$ cat config.mk
export PLATFORM = sky130hd
export DESIGN_NAME = line_loopback_cc_decode
export DESIGN_NICKNAME = d
export VERILOG_FILES = /design/src/inc/lloop_pkg.sv /design/src/rtl/line_loopback_cc_decode.sv
export SDC_FILE = /design/constraint.sdc
export NUM_CORES = 1
export LEC_CHECK = 0
export CAP_MARGIN = 20
export CORE_AREA = 8 8 105 107
export CTS_CLUSTER_SIZE = 12
export DETAILED_ROUTE_END_ITERATION = 8
export DIE_AREA = 0 0 113 115
export DONT_BUFFER_PORTS = 1
export GPL_TIMING_DRIVEN = 0
export PLACE_DENSITY = 0.49
export SETUP_SLACK_MARGIN = 0.15
export SLEW_MARGIN = 10
export SYNTH_ARGS = -nofsm -noshare
export SYNTH_HDL_FRONTEND = slang
export SYNTH_SLANG_ARGS = --single-unit
$ cat constraint.sdc
create_clock -name CLK -period 2.35 [get_ports CLK]
set_input_delay 0.47 -clock CLK [delete_from_list [all_inputs] [get_ports CLK]]
set_output_delay 0.47 -clock CLK [all_outputs]
set_load 0.1 [all_outputs]
$ cat src/inc/lloop_pkg.sv
// package: register map, field positions and constants of the loopback / composite clock block
// assumes: AXI4-Lite byte addressing, one 32-bit word per register
package lloop_pkg;
  // ************************************************************
  // register map
  // ************************************************************
  localparam logic [7:0] LOOP_ADDR  = 8'h20;
  localparam logic [7:0] STAT_ADDR  = 8'h24;
  localparam logic [7:0] MASK_ADDR  = 8'h28;
  localparam logic [7:0] CCST_ADDR  = 8'h2C;
  localparam logic [7:0] CTRL_ADDR  = 8'h30;
  localparam logic [7:0] REG_RESET  = 8'h00;
  localparam logic [7:0] LOOP_BITS  = 8'h0C;
  localparam logic [7:0] EVT_BITS   = 8'h16;
  // ************************************************************
  // field positions
  // ************************************************************
  localparam int OC_BIT  = 1;
  localparam int CL_BIT  = 2;
  localparam int JT_BIT  = 4;
  localparam int REM_BIT = 2;
  localparam int LOC_BIT = 3;
  localparam int JAE_BIT = 0;
  localparam int EXT_BIT = 1;
  localparam int LCK_BIT = 0;
  // ************************************************************
  // composite clock and attenuator constants
  // ************************************************************
  localparam logic [2:0] CC_MARKS_LAST = 3'h7;
  localparam logic [2:0] CC_MARKS_HALF = 3'h4;
  localparam logic [4:0] CC_FRAMES_LAST = 5'h13;
  localparam logic [4:0] CC_FRAMES_HALF = 5'h0A;
  localparam int         JA_MARGIN      = 4;
  localparam logic [1:0] RESP_OKAY      = 2'h0;
  localparam logic [1:0] RESP_SLVERR    = 2'h2;
  typedef struct packed {
    logic pos;
    logic neg;
  } ami_t;
  typedef enum logic [1:0] {
    CC_HUNT = 2'b01,
    CC_LOCK = 2'b10
  } cc_state_t;
endpackage

$ cat src/rtl/line_loopback_cc_decode.sv
// design: line loopback routing, line status interrupts and composite clock decoder
// assumes: all inputs synchronous to CLK, AXI4-Lite master with one access of each kind at a time
//
// Notes on behaviour
// [RULE1] open-circuit and current-limit edges interrupt when unmasked
// [RULE2] attenuator trip interrupts only when its mask set
// [RULE3] remote loop sends received line data out
// [RULE4] remote loop: framer runs, formatter output dropped
// [RULE5] local loop feeds transmitted data to receiver
// [RULE6] local loop data uses attenuator when enabled
// [RULE7] software writes zero to unused loop bits
// [RULE8] line carries 64kHz AMI with 8kHz violations
// [RULE9] decoder supports basic and 400Hz extended formats
// [RULE10] recover 64k, derive 8k and 400 outputs
// [RULE11] trip set near FIFO limit, cleared by read
// [RULE12] open-circuit status follows transmit output detector
// [RULE13] interrupt high while unmasked event pending
`timescale 1ns/1ps
module line_loopback_cc_decode #(
  parameter int AW     = 8,
  parameter int FILL_W = 6,
  parameter int JA_LIMIT = 32
) (
  input  wire logic              CLK,
  input  wire logic              RST,
  input  wire logic              CE,
  input  wire logic              AWVALID,
  output logic                   AWREADY,
  input  wire logic [AW-1:0]     AWADDR,
  input  wire logic              WVALID,
  output logic                   WREADY,
  input  wire logic [31:0]       WDATA,
  input  wire logic [3:0]        WSTRB,
  output logic                   BVALID,
  input  wire logic              BREADY,
  output logic [1:0]             BRESP,
  input  wire logic              ARVALID,
  output logic                   ARREADY,
  input  wire logic [AW-1:0]     ARADDR,
  output logic                   RVALID,
  input  wire logic              RREADY,
  output logic [31:0]            RDATA,
  output logic [1:0]             RRESP,
  input  wire logic              RX_LINE_POS,
  input  wire logic              RX_LINE_NEG,
  input  wire logic              FMT_POS,
  input  wire logic              FMT_NEG,
  input  wire logic              JA_OUT_POS,
  input  wire logic              JA_OUT_NEG,
  input  wire logic [FILL_W-1:0] JA_FILL,
  input  wire logic              TX_OPEN_DET,
  input  wire logic              TX_CURLIM_DET,
  output logic                   TX_LINE_POS,
  output logic                   TX_LINE_NEG,
  output logic                   JA_IN_POS,
  output logic                   JA_IN_NEG,
  output logic                   FRM_POS,
  output logic                   FRM_NEG,
  output logic                   INT,
  output logic                   CC_64K,
  output logic                   CC_8K,
  output logic                   CC_400
);
  // ************************************************************
  // register decode
  // ************************************************************
  function automatic logic is_mapped(input logic [AW-1:0] a);
    is_mapped = (a[7:0] == lloop_pkg::LOOP_ADDR) || (a[7:0] == lloop_pkg::STAT_ADDR) ||
                (a[7:0] == lloop_pkg::MASK_ADDR) || (a[7:0] == lloop_pkg::CCST_ADDR) ||
                (a[7:0] == lloop_pkg::CTRL_ADDR);
  endfunction

  logic [7:0] loop_q, mask_q, ctrl_q, stat_q, stat_d, set_w;
  logic       oc_prev_q, cl_prev_q, trip_prev_q;
  logic       aw_go_w, ar_go_w, wr_fire_w, rd_fire_w, wr_lane_w, rd_stat_w;
  logic [7:0] rd_byte_w;
  logic       rem_w, loc_w, jae_w, ext_w, trip_w, int_d;

  assign aw_go_w   = AWVALID && WVALID && !AWREADY && !BVALID;
  assign ar_go_w   = ARVALID && !ARREADY && !RVALID;
  assign wr_fire_w = AWREADY && AWVALID && WREADY && WVALID;
  assign rd_fire_w = ARREADY && ARVALID;
  assign wr_lane_w = wr_fire_w && WSTRB[0] && is_mapped(AWADDR);
  assign rd_stat_w = rd_fire_w && (ARADDR[7:0] == lloop_pkg::STAT_ADDR);
  assign rem_w     = loop_q[lloop_pkg::REM_BIT];
  assign loc_w     = loop_q[lloop_pkg::LOC_BIT];
  assign jae_w     = ctrl_q[lloop_pkg::JAE_BIT];
  assign ext_w     = ctrl_q[lloop_pkg::EXT_BIT];

  // ************************************************************
  // line routing
  // ************************************************************
  lloop_pkg::ami_t rx_w, fmt_w, jao_w, tx_sel_w, pre_ja_w, frm_sel_w, frm_q;
  assign rx_w      = '{pos: RX_LINE_POS, neg: RX_LINE_NEG};
  assign fmt_w     = '{pos: FMT_POS, neg: FMT_NEG};
  assign jao_w     = '{pos: JA_OUT_POS, neg: JA_OUT_NEG};
  assign tx_sel_w  = rem_w ? rx_w : fmt_w;         // [RULE3] [RULE4]
  assign pre_ja_w  = loc_w ? tx_sel_w : rx_w;      // [RULE5]
  assign frm_sel_w = jae_w ? jao_w : pre_ja_w;     // [RULE6]

  always_ff @(posedge CLK) begin
    if (RST) begin
      {TX_LINE_POS, TX_LINE_NEG} <= 2'h0;
      {JA_IN_POS, JA_IN_NEG}     <= 2'h0;
      frm_q                      <= '0;
    end else if (CE) begin
      {TX_LINE_POS, TX_LINE_NEG} <= tx_sel_w;
      {JA_IN_POS, JA_IN_NEG}     <= pre_ja_w;
      frm_q                      <= frm_sel_w;
    end
  end
  assign FRM_POS = frm_q.pos;
  assign FRM_NEG = frm_q.neg;

  // ************************************************************
  // status events and interrupt
  // ************************************************************
  assign trip_w = JA_FILL >= FILL_W'(JA_LIMIT - lloop_pkg::JA_MARGIN);
  always_comb begin
    set_w                     = 8'h00;
    set_w[lloop_pkg::OC_BIT]  = TX_OPEN_DET ^ oc_prev_q;      // [RULE1] [RULE12]
    set_w[lloop_pkg::CL_BIT]  = TX_CURLIM_DET ^ cl_prev_q;    // [RULE1]
    set_w[lloop_pkg::JT_BIT]  = trip_w && !trip_prev_q;       // [RULE11]
  end
  // a set arriving with the clearing read wins
  assign stat_d = (rd_stat_w ? 8'h00 : stat_q) | set_w;       // [RULE11]
  assign int_d  = |(stat_d & (wr_lane_w && AWADDR[7:0] == lloop_pkg::MASK_ADDR ?
                  WDATA[7:0] & lloop_pkg::EVT_BITS : mask_q)); // [RULE1] [RULE2] [RULE13]

  always_ff @(posedge CLK) begin
    if (RST) begin
      stat_q      <= lloop_pkg::REG_RESET;
      oc_prev_q   <= 1'b0;
      cl_prev_q   <= 1'b0;
      trip_prev_q <= 1'b0;
      INT         <= 1'b0;
    end else if (CE) begin
      stat_q      <= stat_d;
      oc_prev_q   <= TX_OPEN_DET;
      cl_prev_q   <= TX_CURLIM_DET;
      trip_prev_q <= trip_w;
      INT         <= int_d;
    end
  end

  // ************************************************************
  // composite clock decoder
  // ************************************************************
  lloop_pkg::cc_state_t st_q, st_d;
  logic       mark_w, mark_prev_q, onset_w, last_pol_q, have_pol_q, viol_w, miss_w, miss_prev_q;
  logic [2:0] cnt_q, cnt_d;
  logic [4:0] fr_q, fr_d;
  logic       bound_w, lock_d;

  assign mark_w  = frm_q.pos | frm_q.neg;
  assign onset_w = mark_w && !mark_prev_q;
  // same polarity as the previous mark is a bipolar violation
  assign viol_w  = onset_w && have_pol_q && (frm_q.pos == last_pol_q);   // [RULE8] [RULE10]
  assign miss_w  = onset_w && !viol_w && (cnt_q == lloop_pkg::CC_MARKS_LAST) && (st_q == lloop_pkg::CC_LOCK);
  assign bound_w = viol_w || miss_w;
  assign cnt_d   = !onset_w ? cnt_q : bound_w ? 3'h0 : cnt_q + 3'h1;
  assign fr_d    = (miss_w && ext_w) || (bound_w && fr_q == lloop_pkg::CC_FRAMES_LAST) ? 5'h00 :
                   bound_w ? fr_q + 5'h01 : fr_q;                         // [RULE9]
  assign lock_d  = (st_d == lloop_pkg::CC_LOCK);

  always_comb begin
    case (st_q)
      lloop_pkg::CC_HUNT: st_d = viol_w ? lloop_pkg::CC_LOCK : lloop_pkg::CC_HUNT;
      // basic format tolerates no missing violation, extended only isolated ones
      lloop_pkg::CC_LOCK: st_d = (miss_w && (!ext_w || miss_prev_q)) ? lloop_pkg::CC_HUNT :
                                 lloop_pkg::CC_LOCK;                     // [RULE9]
      default:            st_d = lloop_pkg::CC_HUNT;
    endcase
  end

  always_ff @(posedge CLK) begin
    if (RST) begin
      st_q        <= lloop_pkg::CC_HUNT;
      mark_prev_q <= 1'b0;
      last_pol_q  <= 1'b0;
      have_pol_q  <= 1'b0;
      miss_prev_q <= 1'b0;
      cnt_q       <= 3'h0;
      fr_q        <= 5'h00;
      CC_64K      <= 1'b0;
      CC_8K       <= 1'b0;
      CC_400      <= 1'b0;
    end else if (CE) begin
      st_q        <= st_d;
      mark_prev_q <= mark_w;
      cnt_q       <= cnt_d;
      fr_q        <= fr_d;
      if (onset_w) begin
        last_pol_q <= frm_q.pos;
        have_pol_q <= 1'b1;
      end
      if (bound_w) begin
        miss_prev_q <= miss_w;
      end
      CC_64K      <= mark_w;                                             // [RULE10]
      CC_8K       <= lock_d && (cnt_d < lloop_pkg::CC_MARKS_HALF);        // [RULE10]
      CC_400      <= lock_d && ext_w && (fr_d < lloop_pkg::CC_FRAMES_HALF); // [RULE9] [RULE10]
    end
  end

  // ************************************************************
  // AXI4-Lite slave
  // ************************************************************
  always_comb begin
    case (ARADDR[7:0])
      lloop_pkg::LOOP_ADDR: rd_byte_w = loop_q;
      lloop_pkg::STAT_ADDR: rd_byte_w = stat_q;
      lloop_pkg::MASK_ADDR: rd_byte_w = mask_q;
      lloop_pkg::CCST_ADDR: rd_byte_w = {4'h0, trip_w, TX_CURLIM_DET, TX_OPEN_DET,
                                         st_q == lloop_pkg::CC_LOCK};
      lloop_pkg::CTRL_ADDR: rd_byte_w = ctrl_q;
      default:              rd_byte_w = 8'h00;
    endcase
  end

  always_ff @(posedge CLK) begin
    if (RST) begin
      AWREADY <= 1'b0;
      WREADY  <= 1'b0;
      BVALID  <= 1'b0;
      BRESP   <= lloop_pkg::RESP_OKAY;
      ARREADY <= 1'b0;
      RVALID  <= 1'b0;
      RDATA   <= 32'h0000_0000;
      RRESP   <= lloop_pkg::RESP_OKAY;
      loop_q  <= lloop_pkg::REG_RESET;
      mask_q  <= lloop_pkg::REG_RESET;
      ctrl_q  <= lloop_pkg::REG_RESET;
    end else if (CE) begin
      AWREADY <= aw_go_w;
      WREADY  <= aw_go_w;
      ARREADY <= ar_go_w;
      if (wr_fire_w) begin
        BVALID <= 1'b1;
        BRESP  <= is_mapped(AWADDR) ? lloop_pkg::RESP_OKAY : lloop_pkg::RESP_SLVERR;
      end else if (BREADY) begin
        BVALID <= 1'b0;
      end
      if (rd_fire_w) begin
        RVALID <= 1'b1;
        RDATA  <= {24'h00_0000, rd_byte_w};
        RRESP  <= is_mapped(ARADDR) ? lloop_pkg::RESP_OKAY : lloop_pkg::RESP_SLVERR;
      end else if (RREADY) begin
        RVALID <= 1'b0;
      end
      if (wr_lane_w) begin
        case (AWADDR[7:0])
          // only the two loop bits are held, the rest read back as zero
          lloop_pkg::LOOP_ADDR: loop_q <= WDATA[7:0] & lloop_pkg::LOOP_BITS;
          lloop_pkg::MASK_ADDR: mask_q <= WDATA[7:0] & lloop_pkg::EVT_BITS;
          lloop_pkg::CTRL_ADDR: ctrl_q <= {6'h00, WDATA[1:0]};
          default:              ctrl_q <= ctrl_q;
        endcase
      end
    end
  end
endmodule // line_loopback_cc_decode

* Word level (Yosys, flattened, before mapping)
Index checks and enable logic that the tools add are counted.
Word-level totals: register bits 57, input port bits 74, output and inout port bits 51, logic and storage cells 132
Cells by class: add/sub/neg operators 2, $lt $le $gt $ge 3, equality and inequality tests 16, muxes and demuxes 19, bitwise logic cells 5, reductions and logical operators 57
Operator list (count):
- 8-bit by 6-bit equality test with 1-bit output (second input constant) | 10
- 8-bit case mux with 5 select lines | 1
- 1-bit logical AND | 26
- 5-bit two-way mux | 3
- 2-bit two-way mux | 7
- 2-bit AND reduction | 6
- 1-bit logical OR | 11
- 3-bit AND reduction | 3
- 8-bit by 5-bit AND with 8-bit output | 1
- 1-bit zero test | 8
- 8-bit two-way mux | 1
- 8-bit by 5-bit OR with 8-bit output | 1
- 8-bit OR reduction | 1
- 6-bit by 5-bit greater-or-equal comparator with 1-bit output (second input constant) | 1
- 3-bit two-way mux | 2
- 5-bit by 1-bit adder with 5-bit output (second input constant) | 1
- 5-bit equality test (second input constant) | 1
- 5-bit by 4-bit < comparator with 1-bit output (second input constant) | 1
- 2-bit equality test (second input constant) | 2
- 1-bit two-way mux | 4
- 2-bit case mux with 2 select lines | 1
- 2-bit nonzero test | 2
- 3-bit by 1-bit adder with 3-bit output (second input constant) | 1
- 3-bit equality test (second input constant) | 1
- 5 further kinds | 6

* Logic depth before layout (Yosys ltp)
Gate-level depths: netlist of the first run.
word-level depth 14, gate-level depth with buffers 7, gate-level depth less buffers 7

* Least setup slack after synthesis of the first run
No wires, ideal clock.
path type reg-to-reg, start register frm_q (netlist bit FRM_NEG), end register fr_q[2], library setup time 0.116 ns, data arrival time 2.255 ns, required time 2.234 ns, setup slack -0.021 ns, cell stages (with the launch flop) 6, path buffers 0, clock period less this slack 2.371 ns, path through dfxtp_1 or3b_1 a211oi_1 or3_4 and4b_1 a31o_1
On the way: cells in the longest elaborated chain, start to end 12, elaborated cells between the ends (all ways) 14, those cells by class mux (2); bitwise (1); reduce/logical (11)
Ends and longest elaborated chain:
- start, declared | line line_loopback_cc_decode.sv:93 | lloop_pkg::ami_t rx_w, fmt_w, jao_w, tx_sel_w, pre_ja_w, frm_sel_w, frm_q;
- start signal, assigned | line line_loopback_cc_decode.sv:109 | frm_q <= frm_sel_w;
- 1-bit OR * | line line_loopback_cc_decode.sv:155 | assign mark_w = frm_q.pos | frm_q.neg;
- 1-bit logical AND * | line line_loopback_cc_decode.sv:156 | assign onset_w = mark_w && !mark_prev_q;
- 1-bit logical AND (2 in series) | line line_loopback_cc_decode.sv:158 | assign viol_w = onset_w && have_pol_q && (frm_q.pos == last_pol_q);
- 1-bit zero test | line line_loopback_cc_decode.sv:159 | assign miss_w = onset_w && !viol_w && (cnt_q == lloop_pkg::CC_MARKS_LAST) && (st_q == lloop_pkg::CC_LOCK);
- 1-bit logical AND (3 in series) | line line_loopback_cc_decode.sv:159
- 1-bit logical OR | line line_loopback_cc_decode.sv:160 | assign bound_w = viol_w || miss_w;
- 1-bit logical AND | line line_loopback_cc_decode.sv:162 | assign fr_d = (miss_w && ext_w) || (bound_w && fr_q == lloop_pkg::CC_FRAMES_LAST) ? 5'h00 :
- 1-bit logical OR | line line_loopback_cc_decode.sv:162
- 5-bit two-way mux * | line line_loopback_cc_decode.sv:162
- end signal, assigned | line line_loopback_cc_decode.sv:192 | fr_q <= fr_d;
- end, declared | line line_loopback_cc_decode.sv:152 | logic [4:0] fr_q, fr_d;
Mark *: on every way between the ends. The rest lies on a longest branch, timed or not. A chain may end at the register's enable or synchronous reset.

* Worst setup path after layout of the first run
start register frm_q (netlist bit FRM_POS), end register fr_q[2]
On the way: cells in the longest elaborated chain, start to end 12, elaborated cells between the ends (all ways) 15, those cells by class eq/ne (1); mux (2); bitwise (1); reduce/logical (11)
Ends and longest elaborated chain (line):
- 1-bit OR | line_loopback_cc_decode.sv:155
- 1-bit logical AND | line_loopback_cc_decode.sv:156
- 1-bit logical AND (2 in series) | line_loopback_cc_decode.sv:158
- 1-bit zero test | line_loopback_cc_decode.sv:159
- 1-bit logical AND (3 in series) | line_loopback_cc_decode.sv:159
- 1-bit logical OR | line_loopback_cc_decode.sv:160
- 1-bit logical AND | line_loopback_cc_decode.sv:162
- 1-bit logical OR | line_loopback_cc_decode.sv:162
- 5-bit two-way mux * | line_loopback_cc_decode.sv:162
Marked as above.

==> results of run 1 <==
-- synth_stat cells (5+ instances only) --
| cell | number |
|---|---|
| clkbuf_1 | 10 |
| mux2i_1 | 19 |
| a211oi_1 | 10 |
| nand2_1 | 19 |
| nor3_1 | 6 |
| nand3_1 | 7 |
| a21oi_1 | 18 |
| ha_1 | 5 |
| dfxtp_1 | 47 |
| inv_1 | 7 |
| buf_4 | 30 |
| a22oi_1 | 8 |
| o21ai_0 | 11 |
| nor2_1 | 44 |
-- path summary, 6_finish.rpt --
path              startpoint         to  slack (ns)  depth (start not counted)
hold / removal      WDATA[0]  ctrl_q[0]        0.30                          2
setup reg to reg     FRM_POS    fr_q[2]        0.22                          6
hold reg to reg     cnt_q[0]   cnt_q[0]        0.48                          2
setup / recovery     FRM_POS    fr_q[2]        0.22                          6
-- report_power, final --
group	total [W]	internal (W)	switching, W
clock	0.000635	0.000323	0.000311
sequential	0.000927	0.000819	0.000108
combinational	0.000395	0.0000899	0.000305
-- logic make-up (layout without fill, tap and decap cells) --
family	count (synthesis)	after routing
simple gates	121	121
compound gates	78	78
buf+inv	51	59
flops	47	47
mux	20	20
fa+ha+maj	5	5
xor+xnor	3	3
other cells	1	29
-- state kept, by name (all words and copies together) (netlist names), 2 cells and up --
signal / flops
RDATA: 5
fr_q: 5
cnt_q: 3
mask_q: 3
stat_q: 3
ctrl_q: 2
loop_q: 2
st_q: 2
-- worst register-to-register path, stage by stage (launching register included) --
cell,delay [ns]
dfxtp_4,0.46
buf_6,0.19
or3b_1,0.43
a211oi_1,0.35
or3_4,0.24
and4b_1,0.19
a31o_1,0.18
-- final cells by class --
cell class	instances	area (sq um)
fillers	1003	6327
multi-input cells	256	1604
flip-flops and latches	47	954.7
plain buffers	44	287.8
well taps	114	142.6
clock buffers	5	68.82
clock inverters	3	47.55
inverters	7	26.28
-- per-layer routing --
| metal | track usage [%] | vias up | part of all wire [%] |
|---|---|---|---|
| met5 | 0 | - | 0 |
| met4 | 3.286 | 0 | 0.90 |
| met3 | 4.044 | 6 | 8.0 |
| met2 | 20.60 | 72 | 49 |
| met1 | 14.50 | 1106 | 42 |
| li1 | - | 1204 | - |
-- through the flow --
step / utilization (%) / total power [W]
after floorplan: - / 0.001294
after global placement: 31.65 / 0.001337
after detailed placement: 31.65 / 0.001338
after CTS: 33.02 / 0.001971
after global routing: 33.11 / 0.002033
final: 33.11 / 0.001957
==> impl_results.md, run 1 <==
- Routability cong.: 0.8017
- Initial antenna violation count: 0
- Cell area after synthesis: 0.002741 sq mm
- Starting DRC count in detailed routing: 110
- Max Fclk: 469.3 MHz
- Final Hold Vio Count: 0
- Hold Crit Class: primary input to flop
- Max Cap Violations: 0
- Critical path type: flop to flop
- Leakage: 1.267 nW
- Via/cell ratio: 5.017
- Root Driver: clkbuf_8
- Arrival @ worst endpoint: 2.33 ns
- Clock latency on the worst-skew pair: 0.31 ns
- Leading cell type in the layout, fill and taps excluded: nor2_1
- Final setup fails: 0
- Maximum vdd ir drop: 0.2481 mV
- Post-synth EDFFs: 0
- Core region area: 0.009459 sq mm
- DP Cell Count: 468
- Share of layout cells above drive strength 1: 16.30%
- Adder-cell share of the synthesized area: 2.282%
- Post-Synth XOR/XNOR Area: 1.232%
- Post-synth cell types: 63
- Slowest stage delay, CP: 0.46 ns
- N_diodes: 0
- DP Area: 0.002994 sq mm
- Vias: 2388
- Simple-gate share of the synthesized area: 23.19%
- Non-Filler Instances: 476
- Synth area leader: dfxtp_1
- CTS Sinks: 47
- Die height: 115 microns
- RSZ-0062 raised after global routing: true
- Syn Inst Count: 326
- Slew HR: 32.12%
- Buffer and inverter count on the worst path: 1
- Worst path top cell family by delay: simple AND/OR/NAND/NOR gates
- PortBufs: 0
- Ys async rst share: 0%
- Slowest cell on crit path: dfxtp_4
- Max Buffers Root-to-Sink: 2
- Setup WS post-layout: 0.2194 ns
- Post_cts resized: 5
- H-tree levels: 2
- Fin crit period: 2.131 ns
- Status: finished clean
- Post-CTS setup buffers: 0
- I/O pins: 125
- Synth top area cells: dfxtp_1 34%, buf_4 8.2%, mux2i_1 6.9%
- Drt pass-1 iters: 4
- Final setup skew: 0.01114 ns
- Crit Path Max Fanout: 10
- GRT Util Overall: 12.19%
- Setup tns final: 0 ns
- Post-route DRC: 0
- Sequential fraction of the synthesis area: 34.32%
- Worst Path Required: 2.55 ns
- Die ar.: 0.01300 sq mm
- Synth warn: 0
- Synthesis-to-finish area growth: 14.24%
- Critical Path Start Type: flop
- Post-synth top area share: 34.32%
- Largest family of logic cells by synthesized area: simple AND/OR/NAND/NOR gates
- Die width: 113 microns
- Crit share post-route: 90.67%
- Gr ovfl total: 0
- # rows: 36
- CTS buffer count: 5
- Syn avg cell area: 8.409 sq um
- Pre-CTS setup slack: -0.08202 ns
- Nets: 440
- First-pass GRT wire length: 12.72 mm
- HPWL after DPL: 6.131 mm
- CTS tree: yes
- Drt total wl: 7.962 mm
- Final slew viol count: 0
- Number of global-route vias before repair: 2371
- Post-route cell area: 0.003132 sq mm
- Post-synthesis mux area share: 7.759%
- CP cell instances: buf_6 > or3b_1 > a211oi_1 > or3_4 > and4b_1 > a31o_1
- Largest net degree at the start of global routing: 17
- Commonest non-fill, non-tap cells in the layout: 44 x nor2_1, 42 x dfxtp_1, 30 x buf_4
- Synth Area in Compound Gates: 19.63%
- Worst-path clk slew: 0.10 ns
- Power Dens Cells: 624.7 mW/mm^2
- DR WL/cell: 16.73 microns
- Slew @ Worst Pin: 1.017 ns
- Post-CTS Hold Fix Bufs: 0
- Detail Route Antenna Nets: 0
- Initial Util: 28.98%
- FF+latch count, synth: 47
- Hold slack: 0.3010 ns
- Top FF cell, synth: dfxtp_1
- Setup crit end kind: flop
No activity file was read; power rests on OpenSTA's default activity.
==> inputs of run 2 (changes only) <==
--- a/config.mk
+++ b/config.mk
@@ -11,7 +11,6 @@
 export DETAILED_ROUTE_END_ITERATION = 8
 export DIE_AREA = 0 0 113 115
 export DONT_BUFFER_PORTS = 1
-export GPL_TIMING_DRIVEN = 0
 export PLACE_DENSITY = 0.49
 export SETUP_SLACK_MARGIN = 0.15
 export SLEW_MARGIN = 10
==> constraint.sdc (replaced) <==
create_clock -name CLK -period 2.56 [get_ports CLK]
set_input_delay 0.512 -clock CLK [delete_from_list [all_inputs] [get_ports CLK]]
set_output_delay 0.512 -clock CLK [all_outputs]
set_load 0.1 [all_outputs]
==> run 2 against run 1 <==
Against the previous run: die area unchanged; via count is 3.3% lower; sequential share of layout area is 0.92 points higher; setup slack gained 0.30 ns; clock power is 9.8% lower; register-to-register slack gained 0.30 ns; wire length shrank 13%; non-clock buffer count down 20; maximum frequency increased by 4.5%; highest routed layer unchanged; critical path type unchanged; flip-flop and latch count unchanged; clock skew down 0.0011 ns.
==> impl_results.md, run 2 (synthesis results as in run 1) <==
- Status: finished clean (unchanged)
- Routability cong.: 0.7999 (was 0.8017)
- Final Hold Vio Count: 0 (unchanged)
- Hold EP: RDATA[1] (was ctrl_q[0])
- Arrival @ worst endpoint: 2.25 ns (was 2.33 ns)
- Gr ovfl total: 0 (unchanged)
- Multi-input logic area: 0.001592 sq mm (was 0.001604 sq mm)
- Largest net degree at the start of global routing: 45 (was 17)
- Initial Util: 28.98% (unchanged)
- Final setup fails: 0 (unchanged)
- Hold Crit Class: primary input to flop (unchanged)
- Top Registers: RDATA x5, fr_q x5 (unchanged)
- Max Buffers Root-to-Sink: 2 (unchanged)
- Die height: 115 microns (unchanged)
- Synthesis-to-finish area growth: 9.448% (was 14.24%)
- Final setup skew: 0.01004 ns (was 0.01114 ns)
- Power Dens Cells: 574.8 mW/mm^2 (was 624.7 mW/mm^2)
- Worst-path clk slew: 0.09 ns (was 0.10 ns)
- Fin crit period: 2.040 ns (was 2.131 ns)
- Critical path type: flop to flop (unchanged)
- Reg2reg setup slack: 0.52 ns (was 0.22 ns)
- Drt pass-1 iters: 4 (unchanged)
- RSZ-0062 raised after global routing: false (was true)
- Slew @ Worst Pin: 0.5532 ns (was 1.017 ns)
- Crit share post-route: 79.67% (was 90.67%)
- Commonest non-fill, non-tap cells in the layout: 46 x dfxtp_1, 44 x nor2_1, 29 x conb_1 (was 44 x nor2_1, 42 x dfxtp_1, 30 x buf_4)
- Leading cell type in the layout, fill and taps excluded: dfxtp_1 (was nor2_1)
- I/O pins: 125 (unchanged)
- Crit Path Max Fanout: 11 (was 10)
- Vias: 2310 (was 2388)
- Core region area: 0.009459 sq mm (unchanged)
- N_diodes: 0 (unchanged)
- Final slew viol count: 0 (unchanged)
- Critical Path Start Type: flop (unchanged)
- First-pass GRT wire length: 11.16 mm (was 12.72 mm)
- # rows: 36 (unchanged)
- Die width: 113 microns (unchanged)
- CTS Sinks: 47 (unchanged)
- RR Startpoint: FRM_POS (unchanged)
- Fill cells: 1036 (was 1003)
- Share of layout cells above drive strength 1: 12.87% (was 16.30%)
- GRT Util Overall: 10.32% (was 12.19%)
- DP Area: 0.002883 sq mm (was 0.002994 sq mm)
- Die ar.: 0.01300 sq mm (unchanged)
- Post-CTS setup buffers: 0 (unchanged)
- Max Fclk: 490.3 MHz (was 469.3 MHz)
- Reg area: 942.2 sq um (was 954.7 sq um)
- Starting DRC count in detailed routing: 124 (was 110)
- Post-route cell area: 0.003000 sq mm (was 0.003132 sq mm)
- Post-route DRC: 0 (unchanged)
- Number of cells on the worst hold path: 1 (was 2)
- Drt total wl: 6.905 mm (was 7.962 mm)
- Leakage: 1.200 nW (was 1.267 nW)
- Initial antenna violation count: 0 (unchanged)
- HPWL after DPL: 5.272 mm (was 6.131 mm)
- Worst Path Required: 2.77 ns (was 2.55 ns)
- Via/cell ratio: 5.066 (was 5.017)
- Setup crit end kind: flop (unchanged)
- R2R Path End: CC_400 (was fr_q[2])
- R2r worst-path depth: 5 (was 6)
- Slew HR: 62.78% (was 32.12%)
- Max Cap Violations: 0 (unchanged)
- Post_cts resized: 0 (was 5)
- Clock latency on the worst-skew pair: 0.30 ns (was 0.31 ns)
- Pre-CTS setup slack: 0.5602 ns (was -0.08202 ns)
- Root Driver: clkbuf_8 (unchanged)
- PortBufs: 0 (unchanged)
- Number of global-route vias before repair: 2281 (was 2371)
- CTS tree: yes (unchanged)
- Detail Route Antenna Nets: 0 (unchanged)
- Setup WS post-layout: 0.5204 ns (was 0.2194 ns)
- Post-CTS Hold Fix Bufs: 0 (unchanged)
- H-tree levels: 2 (unchanged)
- Setup tns final: 0 ns (unchanged)
- CTS buffer count: 5 (unchanged)
- Hold Crit Start: RST (was WDATA[0])
- DR WL/cell: 15.14 microns (was 16.73 microns)
- Nets: 420 (was 440)
- Maximum vdd ir drop: 0.2761 mV (was 0.2481 mV)
run 2: changes by cell type in the layout (fill, tap and decap cells not counted), moves of 2 or more:
cell	before	now
clkbuf_1	10	0
dfxtp_1	42	46
a2111oi_2	3	1
dfxtp_4	3	0
a2111oi_0	2	4
buf_4	30	24
run 2: metal layers:
layer | GRT usage, % | up-vias | part of all wire, %
met2 | 17.90 | 76 | 48
met3 | 3.676 | 7 | 9.2
met4 | 3.108 | 0 | 1.1
met1 | 11.67 | 1065 | 42
met5 | 0 | - | 0
li1 | - | 1162 | -
run 2: worst max-delay path by stage:
stage	startpoint	slack (ns)	cells past startpoint	endpoint
after floorplan	FRM_NEG	0.19	5	fr_q[2]
after global placement	FRM_POS	0.56	5	CC_400
after detailed placement	AWADDR[7]	0.56	5	ctrl_q[0]
after CTS	FRM_POS	0.54	5	CC_400
after global routing	FRM_POS	0.33	5	CC_400
final	FRM_POS	0.52	5	CC_400
run 2: stage by stage:
stage | utilization, % | power [W] | cells | hold WS (ns)
after detailed placement | 30.48 | 0.001169 | 448 | 0.4542
after global routing | 31.72 | 0.001782 | 456 | 0.2648
after floorplan | - | 0.001187 | 354 | 0.4493
after CTS | 31.72 | 0.001739 | 456 | 0.2606
final | 31.72 | 0.001725 | 456 | 0.2721
after global placement | 30.48 | 0.001167 | 448 | 0.4472
run 2: final cells by class:
cell class / instances / area share [%]
tap: 114 / 4.754
inverter: 7 / 0.8757
timing repair buffer: 24 / 6.005
multi-input combinational: 256 / 53.04
clock buffer: 6 / 2.752
clock inverter: 2 / 1.168
sequential: 47 / 31.40
run 2: worst max-delay path: stages (launching register included):
cell and delay, ns:
dfxtp_1 0.60, o21ba_2 0.32, nand2_1 0.19, a2111oi_0 0.47, nor3_1 0.11, a211oi_1 0.25
run 2: where the power goes:
part / total [W] / internal, W / switching (W) / leakage (nW)
combinational: 0.000381 / 0.0000591 / 0.000322 / 0.756
sequential: 0.000771 / 0.000753 / 0.0000178 / 0.383
clock: 0.000573 / 0.000316 / 0.000256 / 0.0612
==> inputs of run 3 (changes only) <==
--- a/config.mk
+++ b/config.mk
@@ -11,7 +11,7 @@
 export DETAILED_ROUTE_END_ITERATION = 8
 export DIE_AREA = 0 0 113 115
 export DONT_BUFFER_PORTS = 1
-export PLACE_DENSITY = 0.49
+export PLACE_DENSITY = 0.5
 export SETUP_SLACK_MARGIN = 0.15
 export SLEW_MARGIN = 10
 export SYNTH_ARGS = -nofsm -noshare
==> constraint.sdc (replaced) <==
create_clock -name CLK -period 1.7 [get_ports CLK]
set_input_delay 0.34 -clock CLK [delete_from_list [all_inputs] [get_ports CLK]]
set_output_delay 0.34 -clock CLK [all_outputs]
set_load 0.1 [all_outputs]
==> run 3 against run 2 <==
Against the previous run: hold slack lost 0.17 ns; critical path depth grew 2; final area up 18%; setup slack got worse by 0.61 ns; final cell count up 7.0%; flip-flop and latch count did not move; wire length is 10% higher; the run now ends with setup timing left; largest cell class unchanged; sequential share of layout area decreased by 4.1 points; register-to-register slack got worse by 0.61 ns; clock skew shrank 0.0073 ns; via count grew 7.3%.
==> impl_results.md, run 3 (synthesis results as in run 1) <==
- Util after Layout: 37.55% (was 31.72%)
- Final setup skew: 0.002775 ns (was 0.01004 ns)
- R2R Path End: fr_q[0] (was CC_400)
- Nets: 452 (was 420)
- Die width: 113 microns (unchanged)
- Synthesis-to-finish area growth: 29.58% (was 9.448%)
- GRT Util Overall: 11.55% (was 10.32%)
- Worst path top cell family by delay: simple AND/OR/NAND/NOR gates (was compound AO/OA/AOI/OAI gates)
- Detail Route Antenna Nets: 0 (unchanged)
- Leakage: 1.424 nW (was 1.200 nW)
- H-tree levels: 2 (unchanged)
- Critical path type: flop to flop (unchanged)
- # rows: 36 (unchanged)
- Worst Path Required: 1.93 ns (was 2.77 ns)
- Power Dens Cells: 697.5 mW/mm^2 (was 574.8 mW/mm^2)
- Slew @ Worst Pin: 0.5655 ns (was 0.5532 ns)
- CP dominant cell by count: ha_4
- Stages on worst setup path: 7 (was 5)
- Root Driver: clkbuf_8 (unchanged)
- Arrival @ worst endpoint: 2.02 ns (was 2.25 ns)
- Number of global-route vias before repair: 2539 (was 2281)
- Starting DRC count in detailed routing: 113 (was 124)
- Buffer and inverter count on the worst path: 0 (unchanged)
- Failing checks: setup timing
- Crit Path Max Fanout: 5 (was 11)
- First-pass GRT wire length: 12.30 mm (was 11.16 mm)
- Core region area: 0.009459 sq mm (unchanged)
- Final Hold Vio Count: 0 (unchanged)
- Status: finished with violations (was finished clean)
- Via/cell ratio: 5.080 (was 5.066)
- N_diodes: 0 (unchanged)
- Slew HR: 62.30% (was 62.78%)
- CTS buffer count: 5 (unchanged)
- Top Registers: RDATA x5, fr_q x5 (unchanged)
- Hold Crit Class: primary input to flop (unchanged)
- Vias: 2479 (was 2310)
- CTS tree: yes (unchanged)
- Critical Path Start Type: flop (unchanged)
- Max Cap Violations: 0 (unchanged)
- Critical path origin: cnt_q[0] (was FRM_POS)
- Number of cells on the worst hold path: 1 (unchanged)
- HPWL after DPL: 5.668 mm (was 5.272 mm)
- Slowest cell on crit path: or3_4 (was dfxtp_1)
- Total power: 0.002478 W (was 0.001725 W)
- Final slew viol count: 0 (unchanged)
- R2r worst-path depth: 7 (was 5)
- DR WL/cell: 15.58 microns (was 15.14 microns)
- Gr ovfl total: 0 (unchanged)
- Post-route DRC: 0 (unchanged)
- Initial Util: 28.98% (unchanged)
- Maximum vdd ir drop: 0.3728 mV (was 0.2761 mV)
- Setup crit end: fr_q[0] (was CC_400)
- Commonest non-fill, non-tap cells in the layout: 47 x buf_4, 43 x nor2_1, 37 x dfxtp_1 (was 46 x dfxtp_1, 44 x nor2_1, 29 x conb_1)
- RR Startpoint: cnt_q[0] (was FRM_POS)
- Setup WS post-layout: -0.09016 ns (was 0.5204 ns)
- Die ar.: 0.01300 sq mm (unchanged)
- I/O pins: 125 (unchanged)
- Drt total wl: 7.602 mm (was 6.905 mm)
- Max Buffers Root-to-Sink: 2 (unchanged)
- Clock latency on the worst-skew pair: 0.30 ns (about the same)
- Worst-path clk slew: 0.09 ns (about the same)
- Die height: 115 microns (unchanged)
- Leading cell type in the layout, fill and taps excluded: buf_4 (was dfxtp_1)
- Reg2reg setup slack: -0.09 ns (was 0.52 ns)
- Drt pass-1 iters: 4 (unchanged)
- CTS Sinks: 47 (unchanged)
- PortBufs: 0 (unchanged)
- Share of layout cells above drive strength 1: 30.21% (was 12.87%)
- Final setup fails: 5 (was 0)
- Routability cong.: 0.8174 (was 0.7999)
- Largest net degree at the start of global routing: 45 (unchanged)
- Initial antenna violation count: 0 (unchanged)
- Fin crit period: 1.790 ns (was 2.040 ns)
- Max Fclk: 558.6 MHz (was 490.3 MHz)
- Slowest stage delay, CP: 0.43 ns (was 0.60 ns)
- RSZ-0062 raised after global routing: true (was false)
- Setup crit end kind: flop (unchanged)
- CP cell instances: ha_4 > ha_4 > nand2_4 > a2111oi_4 > or3_4 > or3_1 > a21oi_2 (was o21ba_2 > nand2_1 > a2111oi_0 > nor3_1 > a211oi_1)
- Crit share post-route: 105.3% (was 79.67%)
[run 3: cell count changes in the layout (fill, tap and decap cells not counted), sizes merged]
cell | before | now
buf | 24 | 56
bufinv | 1 | 0
inv | 7 | 8
[run 3: cell type report]
class                   count  area, sq um
fillers                   988         5907
multi-input cells         256         1877
flip-flops and latches     47        968.4
repair buffers             56        454.2
well taps                 114        142.6
clock buffers               6        72.57
inverters                   7        26.28
clock inverters             2        11.26
[run 3: layer usage]
layer / part of all wire (%) / track usage, %
met4: 2.4 / 3.996
met1: 41 / 12.37
met2: 49 / 20.63
met3: 8.3 / 4.149
met5: 0 / 0
[run 3: timing repair]
item,CTS,global route
setup buffers,6,3
gates resized for setup,32,18
endpoints found under the hold margin,0,0
pin swaps,9,18
cloned,0,0
setup endpoints to repair,11,16
hold buffers,0,0
[run 3: worst min path at each step]
stage	from	endpoint	slack, ns
6_report	RST	ARREADY	0.10
5_1_grt	RST	RDATA[0]	0.08
4_1_cts	RST	cnt_q[0]	0.08
3_5_place_dp	RST	ARREADY	0.41
3_3_place_gp	RST	ARREADY	0.41
2_1_floorplan	cnt_q[0]	cnt_q[0]	0.45
[run 3: metrics by stage]
| stage | TNS (ns) | hold WS (ns) | cells | instance area, sq um | setup slack, ns |
|---|---|---|---|---|---|
| 3_3_place_gp | -1.131 | 0.4099 | 471 | 3153 | -0.2484 |
| 5_1_grt | -0.8144 | 0.07883 | 488 | 3552 | -0.1519 |
| 3_5_place_dp | -1.154 | 0.4119 | 471 | 3153 | -0.2516 |
| 6_report | -0.2184 | 0.1018 | 488 | 3552 | -0.09016 |
| 2_1_floorplan | -0.6712 | 0.4493 | 354 | 2955 | -0.1545 |
| 4_1_cts | -0.2377 | 0.08324 | 485 | 3435 | -0.07828 |
[run 3: where the power goes]
part           total (W)  switching (W)  internal, W
combinational   0.000643       0.000513     0.000130
clock           0.000676       0.000386     0.000290
sequential       0.00116      0.0000285      0.00113
total            0.00248       0.000928      0.00155
